<file path="src/logic/ser_defines.vh">
`ifndef SER_DEFINES_VH
`define SER_DEFINES_VH
// command selector codes on cmd_sel
`define SER_SEL_OPER 3'h0
`define SER_SEL_TRIG 3'h1
`define SER_SEL_ARM 3'h2
`define SER_SEL_SEQ 3'h3
`define SER_SEL_ERRQ 3'h4
`define SER_SEL_PRESET 3'h5
`define SER_SEL_CLS 3'h6
// per-group operation codes on cmd_op
`define SER_OP_EV_RD 3'h0
`define SER_OP_EN_WR 3'h1
`define SER_OP_EN_RD 3'h2
`define SER_OP_RISE_WR 3'h3
`define SER_OP_RISE_RD 3'h4
`define SER_OP_FALL_WR 3'h5
`define SER_OP_FALL_RD 3'h6
`define SER_OP_COND_RD 3'h7
// error queue operation codes on cmd_op
`define SER_OP_Q_NEXT 3'h0
`define SER_OP_Q_ADMIT_WR 3'h1
`define SER_OP_Q_ADMIT_RD 3'h2
`define SER_OP_Q_EXCL_WR 3'h3
`define SER_OP_Q_EXCL_RD 3'h4
// operation group bit positions
`define SER_OPER_SETTLE_BIT 1
`define SER_OPER_FIRE_BIT 5
`define SER_OPER_ENABLE_BIT 6
`define SER_OPER_IDLE_BIT 10
// implemented-bit masks and reset values
`define SER_OPER_MASK 16'h0462
`define SER_FULL_MASK 16'hFFFF
`define SER_EVENT_RST 16'h0000
`define SER_ENABLE_RST 16'h0000
`define SER_FALL_RST 16'h0000
`define SER_ADMIT_RST 16'hFFFF
`define SER_EXCL_RST 16'h0000
`endif

</file>
<file path="src/logic/ser_errq.v">
`default_nettype none
`include "ser_defines.vh"
module ser_errq #(
  parameter DEPTH = 8
) (
  input wire clk_sys,
  input wire sys_rst,
  input wire err_valid,
  input wire [7:0] err_code,
  input wire cls,
  input wire preset,
  input wire sel,
  input wire [2:0] op,
  input wire [15:0] wdata,
  output wire [15:0] rdata,
  output wire empty
);

reg [7:0] slot_r [0:DEPTH-1];
reg [15:0] admit_r;
reg [15:0] excl_r;
reg [DEPTH-1:0] used_r;
wire [7:0] slot_nxt [0:DEPTH-1];
wire [DEPTH-1:0] used_nxt;
wire admitted;
wire pop;
wire push;
genvar gi;
integer si;

////////////////////////////////////////////////////////////////////////////////
// admission by low code nibble: exclusion wins over admission
assign admitted = admit_r[err_code[3:0]] & ~excl_r[err_code[3:0]];
assign push = err_valid & admitted;
assign pop = sel && op == `SER_OP_Q_NEXT && used_r[0];
assign empty = ~used_r[0];

// newest sits at slot 0; when full the oldest drops off the far end
generate
  for (gi = 0; gi < DEPTH; gi = gi + 1) begin : g_slot
    wire [7:0] newer;
    wire [7:0] older;
    wire newer_used;
    wire older_used;
    if (gi == 0) begin : g_head
      assign newer = err_code;
      assign newer_used = 1'b1;
    end else begin : g_body
      assign newer = slot_r[gi - 1];
      assign newer_used = used_r[gi - 1];
    end
    if (gi == DEPTH - 1) begin : g_tail
      assign older = 8'h00;
      assign older_used = 1'b0;
    end else begin : g_next
      assign older = slot_r[gi + 1];
      assign older_used = used_r[gi + 1];
    end
    // push with pop swaps the head only, the rest stays put
    assign slot_nxt[gi] = (push && (!pop || gi == 0)) ? newer :
                          (pop && !push) ? older : slot_r[gi];
    assign used_nxt[gi] = (push && (!pop || gi == 0)) ? newer_used :
                          (pop && !push) ? older_used : used_r[gi];
  end
endgenerate

// one process owns every entry so each bit has a single driver
always @(posedge clk_sys) begin
  if (sys_rst || cls) begin
    for (si = 0; si < DEPTH; si = si + 1) begin
      slot_r[si] <= 8'h00;
    end
    used_r <= {DEPTH{1'b0}};
  end else begin
    for (si = 0; si < DEPTH; si = si + 1) begin
      slot_r[si] <= slot_nxt[si];
    end
    used_r <= used_nxt;
  end
end

////////////////////////////////////////////////////////////////////////////////
// admit and exclude lists
always @(posedge clk_sys) begin
  if (sys_rst || preset) begin
    admit_r <= `SER_ADMIT_RST;
    excl_r <= `SER_EXCL_RST;
  end else if (sel && op == `SER_OP_Q_ADMIT_WR) begin
    admit_r <= wdata;
  end else if (sel && op == `SER_OP_Q_EXCL_WR) begin
    excl_r <= wdata;
  end
end

assign rdata = (op == `SER_OP_Q_NEXT) ? {8'h00, slot_r[0]} :
               (op == `SER_OP_Q_ADMIT_RD) ? admit_r :
               (op == `SER_OP_Q_EXCL_RD) ? excl_r : 16'h0000;

endmodule // ser_errq
`default_nettype wire

</file>
<file path="src/logic/ser_group.v">
`default_nettype none
`include "ser_defines.vh"
module ser_group #(
  parameter [15:0] VALID_MASK = `SER_FULL_MASK
) (
  input wire clk_sys,
  input wire sys_rst,
  input wire [15:0] cond_in,
  input wire preset,
  input wire cls,
  input wire sel,
  input wire [2:0] op,
  input wire [15:0] wdata,
  output wire [15:0] rdata,
  output wire summary
);

reg [15:0] prev_r;
reg [15:0] rise_r;
reg [15:0] fall_r;
reg [15:0] enable_r;
reg [15:0] event_r;
reg [15:0] event_nxt;
wire [15:0] cond_live;
wire [15:0] hits;
wire wr;

////////////////////////////////////////////////////////////////////////////////
// live conditions, unused bits forced low so they never latch
assign cond_live = cond_in & VALID_MASK;
assign hits = (rise_r & cond_live & ~prev_r) |
              (fall_r & ~cond_live & prev_r);
assign wr = sel;

// event latch: a new hit beats a read clear so no event is lost
always @* begin
  event_nxt = event_r;
  if (sel && op == `SER_OP_EV_RD) begin
    event_nxt = `SER_EVENT_RST;
  end
  if (cls) begin
    event_nxt = `SER_EVENT_RST;
  end
  event_nxt = (event_nxt | hits) & VALID_MASK;
end

////////////////////////////////////////////////////////////////////////////////
// filters, mask and event storage
always @(posedge clk_sys) begin
  if (sys_rst) begin
    prev_r <= cond_live; // capture at reset so no false edge follows release
    rise_r <= VALID_MASK;
    fall_r <= `SER_FALL_RST;
    enable_r <= `SER_ENABLE_RST;
    event_r <= `SER_EVENT_RST;
  end else begin
    prev_r <= cond_live;
    event_r <= event_nxt; // preset leaves events alone
    if (preset) begin
      rise_r <= VALID_MASK;
      fall_r <= `SER_FALL_RST;
      enable_r <= `SER_ENABLE_RST;
    end else if (wr) begin
      case (op)
        `SER_OP_EN_WR: begin
          enable_r <= wdata & VALID_MASK;
        end
        `SER_OP_RISE_WR: begin
          rise_r <= wdata & VALID_MASK;
        end
        `SER_OP_FALL_WR: begin
          fall_r <= wdata & VALID_MASK;
        end
        default: begin
          enable_r <= enable_r;
        end
      endcase
    end
  end
end

////////////////////////////////////////////////////////////////////////////////
// read mux; the top registers it, condition read has no side effect
assign rdata = (op == `SER_OP_EV_RD) ? event_r :
               (op == `SER_OP_EN_RD) ? enable_r :
               (op == `SER_OP_RISE_RD) ? rise_r :
               (op == `SER_OP_FALL_RD) ? fall_r :
               (op == `SER_OP_COND_RD) ? cond_live : 16'h0000;
assign summary = |(event_r & enable_r);

endmodule // ser_group
`default_nettype wire

</file>
<file path="src/logic/ser_status_bank.v">
`default_nettype none
`include "ser_defines.vh"
module ser_status_bank #(
  parameter QUEUE_DEPTH = 8
) (
  input wire clk_sys,
  input wire sys_rst,
  input wire relay_delay_flag,
  input wire awaiting_fire_flag,
  input wire awaiting_enable_layer_flag,
  input wire idle_flag,
  input wire [15:0] trig_cond,
  input wire [15:0] arm_cond,
  input wire [15:0] seq_cond,
  input wire err_valid,
  input wire [7:0] err_code,
  input wire cmd_valid,
  input wire [2:0] cmd_sel,
  input wire [2:0] cmd_op,
  input wire [15:0] cmd_wdata,
  output wire rsp_valid,
  output wire [15:0] rsp_data,
  output wire [3:0] summary,
  output wire errq_empty
);

reg [15:0] oper_cond;
reg rsp_valid_r;
reg [15:0] rsp_data_r;
reg [15:0] rsp_nxt;
wire [15:0] grp_cond [0:3];
wire [15:0] grp_rdata [0:3];
wire [15:0] q_rdata;
wire preset;
wire cls;
wire q_sel;
reg is_read;
wire [3:0] grp_sel;
genvar gi;

////////////////////////////////////////////////////////////////////////////////
// operation conditions placed at their bit weights
always @* begin
  oper_cond = 16'h0000;
  oper_cond[`SER_OPER_SETTLE_BIT] = relay_delay_flag;
  oper_cond[`SER_OPER_FIRE_BIT] = awaiting_fire_flag;
  oper_cond[`SER_OPER_ENABLE_BIT] = awaiting_enable_layer_flag;
  oper_cond[`SER_OPER_IDLE_BIT] = idle_flag;
end

assign grp_cond[0] = oper_cond;
assign grp_cond[1] = trig_cond;
assign grp_cond[2] = arm_cond;
assign grp_cond[3] = seq_cond;

// global commands; selector 7 (no doubtful group) is simply ignored
assign preset = cmd_valid && cmd_sel == `SER_SEL_PRESET;
assign cls = cmd_valid && cmd_sel == `SER_SEL_CLS;
assign q_sel = cmd_valid && cmd_sel == `SER_SEL_ERRQ;

// group strobes decoded once so each register set sees only its own
assign grp_sel[0] = cmd_valid && cmd_sel == `SER_SEL_OPER;
assign grp_sel[1] = cmd_valid && cmd_sel == `SER_SEL_TRIG;
assign grp_sel[2] = cmd_valid && cmd_sel == `SER_SEL_ARM;
assign grp_sel[3] = cmd_valid && cmd_sel == `SER_SEL_SEQ;

////////////////////////////////////////////////////////////////////////////////
// one register set per group, same logic, different implemented masks
generate
  for (gi = 0; gi < 4; gi = gi + 1) begin : g_grp
    ser_group #(
      .VALID_MASK((gi == 0) ? `SER_OPER_MASK : `SER_FULL_MASK)
    ) u_grp (
      .clk_sys(clk_sys),
      .sys_rst(sys_rst),
      .cond_in(grp_cond[gi]),
      .preset(preset),
      .cls(cls),
      .sel(grp_sel[gi]),
      .op(cmd_op),
      .wdata(cmd_wdata),
      .rdata(grp_rdata[gi]),
      .summary(summary[gi])
    );
  end
endgenerate

////////////////////////////////////////////////////////////////////////////////
// error queue
ser_errq #(
  .DEPTH(QUEUE_DEPTH)
) u_errq (
  .clk_sys(clk_sys),
  .sys_rst(sys_rst),
  .err_valid(err_valid),
  .err_code(err_code),
  .cls(cls),
  .preset(preset),
  .sel(q_sel),
  .op(cmd_op),
  .wdata(cmd_wdata),
  .rdata(q_rdata),
  .empty(errq_empty)
);

////////////////////////////////////////////////////////////////////////////////
// answer only to queries; writes and global commands give no answer
always @* begin
  is_read = 1'b0;
  case (cmd_sel)
    `SER_SEL_OPER, `SER_SEL_TRIG, `SER_SEL_ARM, `SER_SEL_SEQ: begin
      case (cmd_op)
        `SER_OP_EV_RD: begin
          is_read = 1'b1;
        end
        `SER_OP_EN_RD: begin
          is_read = 1'b1;
        end
        `SER_OP_RISE_RD: begin
          is_read = 1'b1;
        end
        `SER_OP_FALL_RD: begin
          is_read = 1'b1;
        end
        `SER_OP_COND_RD: begin
          is_read = 1'b1;
        end
        default: begin
          is_read = 1'b0; // enable, rise and fall writes are silent
        end
      endcase
    end
    `SER_SEL_ERRQ: begin
      case (cmd_op)
        `SER_OP_Q_NEXT: begin
          is_read = 1'b1;
        end
        `SER_OP_Q_ADMIT_RD: begin
          is_read = 1'b1;
        end
        `SER_OP_Q_EXCL_RD: begin
          is_read = 1'b1;
        end
        default: begin
          is_read = 1'b0; // list writes and spare codes are silent
        end
      endcase
    end
    `SER_SEL_PRESET: begin
      is_read = 1'b0;
    end
    `SER_SEL_CLS: begin
      is_read = 1'b0;
    end
    default: begin
      is_read = 1'b0; // spare selector answers nothing
    end
  endcase
end

always @* begin
  case (cmd_sel)
    `SER_SEL_OPER: begin
      rsp_nxt = grp_rdata[0];
    end
    `SER_SEL_TRIG: begin
      rsp_nxt = grp_rdata[1];
    end
    `SER_SEL_ARM: begin
      rsp_nxt = grp_rdata[2];
    end
    `SER_SEL_SEQ: begin
      rsp_nxt = grp_rdata[3];
    end
    `SER_SEL_ERRQ: begin
      rsp_nxt = q_rdata;
    end
    default: begin
      rsp_nxt = 16'h0000;
    end
  endcase
end

// registered answer, value taken before the read clears the register
always @(posedge clk_sys) begin
  if (sys_rst) begin
    rsp_valid_r <= 1'b0;
    rsp_data_r <= 16'h0000;
  end else begin
    rsp_valid_r <= cmd_valid && is_read;
    if (cmd_valid && is_read) begin
      rsp_data_r <= rsp_nxt;
    end
  end
end

assign rsp_valid = rsp_valid_r;
assign rsp_data = rsp_data_r;

endmodule // ser_status_bank
`default_nettype wire

</file>
<file path="config.mk">
export PLATFORM = sky130hd
export DESIGN_NAME = ser_status_bank
export DESIGN_NICKNAME = d
export VERILOG_FILES = /design/src/logic/ser_errq.v /design/src/logic/ser_group.v /design/src/logic/ser_status_bank.v
export VERILOG_INCLUDE_DIRS = /design/src /design/src/logic
export SDC_FILE = /design/constraint.sdc
export NUM_CORES = 1
export LEC_CHECK = 0
export BUFFER_PORTS_ARGS = -buffer_cell sky130_fd_sc_hd__buf_2
export CORE_MARGIN = 2
export CORE_UTILIZATION = 30
export CTS_CLUSTER_DIAMETER = 40
export DETAILED_ROUTE_END_ITERATION = 8
export PLACE_DENSITY = 0.47
export SLEW_MARGIN = 10
export SYNTH_ARGS = -nofsm -noshare
export SYNTH_HDL_FRONTEND = slang
export SYNTH_SLANG_ARGS = --single-unit
</file>
<file path="constraint.sdc">
create_clock -name clk_sys -period 5.5 [get_ports clk_sys]
set_input_delay 0.55 -clock clk_sys [delete_from_list [all_inputs] [get_ports clk_sys]]
set_output_delay 0.55 -clock clk_sys [all_outputs]
set_load 0.02 [all_outputs]
</file>
==> flow_metrics.tcl <==
set metrics [dict create \
    status "complete, no violations" \
    postSynthAreaPerCell_sq_um 8.22 \
    grt_pass1_wl_um 92700 \
    final_area_sq_um 20600 \
    period_minus_slack_ps 3600 \
    hp-start "seq_cond[13]" \
    start_util 0.304 \
    grt_max_degree 127 \
    gr-total-overflow 0 \
    vias 15600 \
    coreArea_sq_um 56500 \
    place.gp.congestion 0.811 \
    die_y_um 243 \
    worstRegToRegCells 8 \
    pin_count 108 \
    layout_commonest_cell "nand2_1" \
    p_seq_frac 0.373 \
    power.switching_mw 1.98 \
    critPathBufInv 1 \
    path_max_fanout 126 \
    whs_path_depth 1 \
    hold-path-endpoint "g_grp[3].u_grp.prev_r[13]" \
    finalPower_mw 7.93 \
    skew_ps 16.6 \
    crit_path_start "u_errq.admit_r[6]" \
    p_int_mw 5.95 \
    slowest_delay_ps 1030 \
    min_period_over_period 0.654 \
    clk_pin_slew_ps 50 \
    core.rowCount 87 \
    clk_path_buf_depth 3 \
    hold_ws_ps 106 \
    cts-resized-gates 0 \
    start_kind "register" \
    cts_sinks 381 \
    seq_area_frac_synth 0.444 \
    cts_hold_buffers 0 \
    most-common-layout-cells "nand2_1, dfxtp_1, a21oi_1" \
    critPathTopFamily "compound AO/OA/AOI/OAI gates" \
    fin_nets 2209 \
    r2r-end "u_errq.slot_r[0][41]" \
    clk_latency_ps 580 \
    antenna_found_initial 10 \
    avgRoutedWirePerCell_um 21.1 \
    cts_root_buffer "clkbuf_16" \
    worstPathArrival_ps 4080 \
    ir_drop_mv 0.254 \
    finalSetupTns_ps 0 \
    syn_nets 2179 \
    numCtsBuffers 66 \
    worst-setup-path-type "reg -> reg" \
    setup_violations 0 \
    drv_cap 0 \
    fill_cells 5759 \
    die_x_um 243 \
    combPwrFrac 0.089 \
    grt_pass1_vias 14600 \
    timing.fmax_mhz 278 \
    fp.dieArea_sq_um 59300 \
    p_leak_nw 7.99 \
    post_cts_buffers 0 \
    required_ps 5980 \
    first_pass_iters 5 \
    rsz0062_at_grt "no" \
    htreeDepth 3 \
    post-dp-hpwl_um 39700 \
    ys_seq_elements 381 \
    switching_share 0.250 \
    wirelength_um 61800 \
    dr.first_iter.drc_count 1231 \
    synthArstFlopShare 0 \
    critPathCaptureType "register" \
    synth_edf_count 0 \
    area_growth_pct 19.8 \
    relSlewSlack 0.208 \
    cts_tree "yes" \
    p_clk_frac 0.538 \
    port-buffer-count 107 \
    synth_top_flop_cell "dfxtp_1" \
    tightest_slew_ps 1180 \
    drc 0 \
    r2r_start "u_errq.admit_r[6]" \
    slowest_stage "ha_4" \
    hold_viol 0 \
    track_usage 0.205 \
    ys_types 52 \
    hp-class "in -> reg" \
    syn-cell-area_sq_um 17200 \
    yosys_warnings 0 \
    critical_path.cell_chain "or3b_1 -> a21boi_2 -> nor4_1 -> a2111oi_4 -> inv_1 -> ha_4 -> nor2_1 -> a211oi_1" \
    p_per_area_nw_per_um2 385 \
    drive_above_1_share 0.157 \
    ant_nets 0 \
    regToRegSetupSlack_ps 1900 \
    routed_via_density 5.33 \
    drv_slew 0 \
    dpl_cell_area_sq_um 18300 \
    syn_inst 2091 \
]
-- worst register-to-register path, stage by stage, from the launching register on --
cell and delay, ps:
dfxtp_1 360, or3b_1 380, a21boi_2 160, nor4_1 100, a2111oi_4 800, inv_1 180, ha_4 1030, nor2_1 220
a211oi_1 270
-- through the flow --
step / util / cells / setup slack (ps)
after floorplan: - / 2091 / 2170
after global placement: 0.324 / 2809 / 1680
after detailed placement: 0.324 / 2809 / 1460
after CTS: 0.365 / 2927 / 1890
after global routing: 0.365 / 2927 / 1610
final: 0.365 / 2928 / 1900
-- kinds of logic (layout without fill, tap and decap cells) --
logic type	count (synthesis)	after routing	share of synthesized area
other	0	1	0
buffers and inverters	181	261	0.0411
and+or+nand+nor	846	846	0.217
adders and majority gates	2	2	0.00145
DFF	381	381	0.444
AOI/OAI and AO/OA	511	511	0.191
muxes	170	170	0.106
-- how the worst max path moves through the flow --
stage,end,depth (start not counted)
2_1_floorplan,u_errq.slot_r[0][16],10
3_3_place_gp,u_errq.slot_r[0][60],9
3_5_place_dp,u_errq.slot_r[0][53],9
4_1_cts,u_errq.slot_r[0][41],8
5_1_grt,u_errq.slot_r[0][40],8
6_report,u_errq.slot_r[0][41],8
-- cell type report --
class | instances | area [sq um] | share of cell area
clock inverter | 34 | 447 | 0.0217
sequential | 381 | 7630 | 0.370
timing repair buffer | 131 | 721 | 0.0350
tap | 756 | 946 | 0.0459
clock buffer | 84 | 1860 | 0.0904
antenna | 1 | 2.50 | 0.000121
multi-input combinational | 1529 | 8950 | 0.435
inverter | 12 | 45.0 | 0.00219
-- state kept, by name (all words and copies together) (netlist names) --
signal                count
u_errq.admit_r           16
g_grp.u_grp.prev_r       52
rsp_data                 16
g_grp.u_grp.enable_r     52
u_errq.used_r             8
g_grp.u_grp.fall_r       52
g_grp.u_grp.rise_r       52
g_grp.u_grp.event_r      52
u_errq.slot_r            64
u_errq.excl_r            16
rsp_valid                 1
-- cells in the mapped netlist, drive strengths merged, types with 15 or more instances --
| cell | instances | area (sq um) |
|---|---|---|
| a22o | 64 | 561 |
| a22oi | 41 | 308 |
| a211oi | 62 | 465 |
| nor2b | 15 | 93.8 |
| nor3 | 24 | 120 |
| nand3 | 112 | 561 |
| a21oi | 206 | 1030 |
| buf | 22 | 110 |
| nand2 | 402 | 1510 |
| o21ai | 71 | 355 |
| dfxtp | 381 | 7630 |
| nand3b | 55 | 413 |
| o22ai | 17 | 106 |
| nor2 | 196 | 736 |
| clkbuf | 147 | 552 |
| mux2 | 82 | 923 |
| nand2b | 16 | 100 |
| mux2i | 87 | 871 |
-- power by group through the flow --
stage               registers [mW]  logic, mW  clock network, mW
floorplan                     2.99      0.455                  0
global placement              3.01      0.690                  0
detailed placement            3.01      0.701                  0
CTS                           2.96      0.704               4.35
global route                  2.97      0.763               4.50
finish                        2.96      0.704               4.27
-- layer usage --
layer	up-vias	GRT usage	wire length [um]
met5	-	0	38
met4	6	0.0673	1820
met3	109	0.0484	3810
met2	422	0.316	27300
met1	7577	0.280	28800
li1	7478	-	-
(Power assumes the default switching activity.)
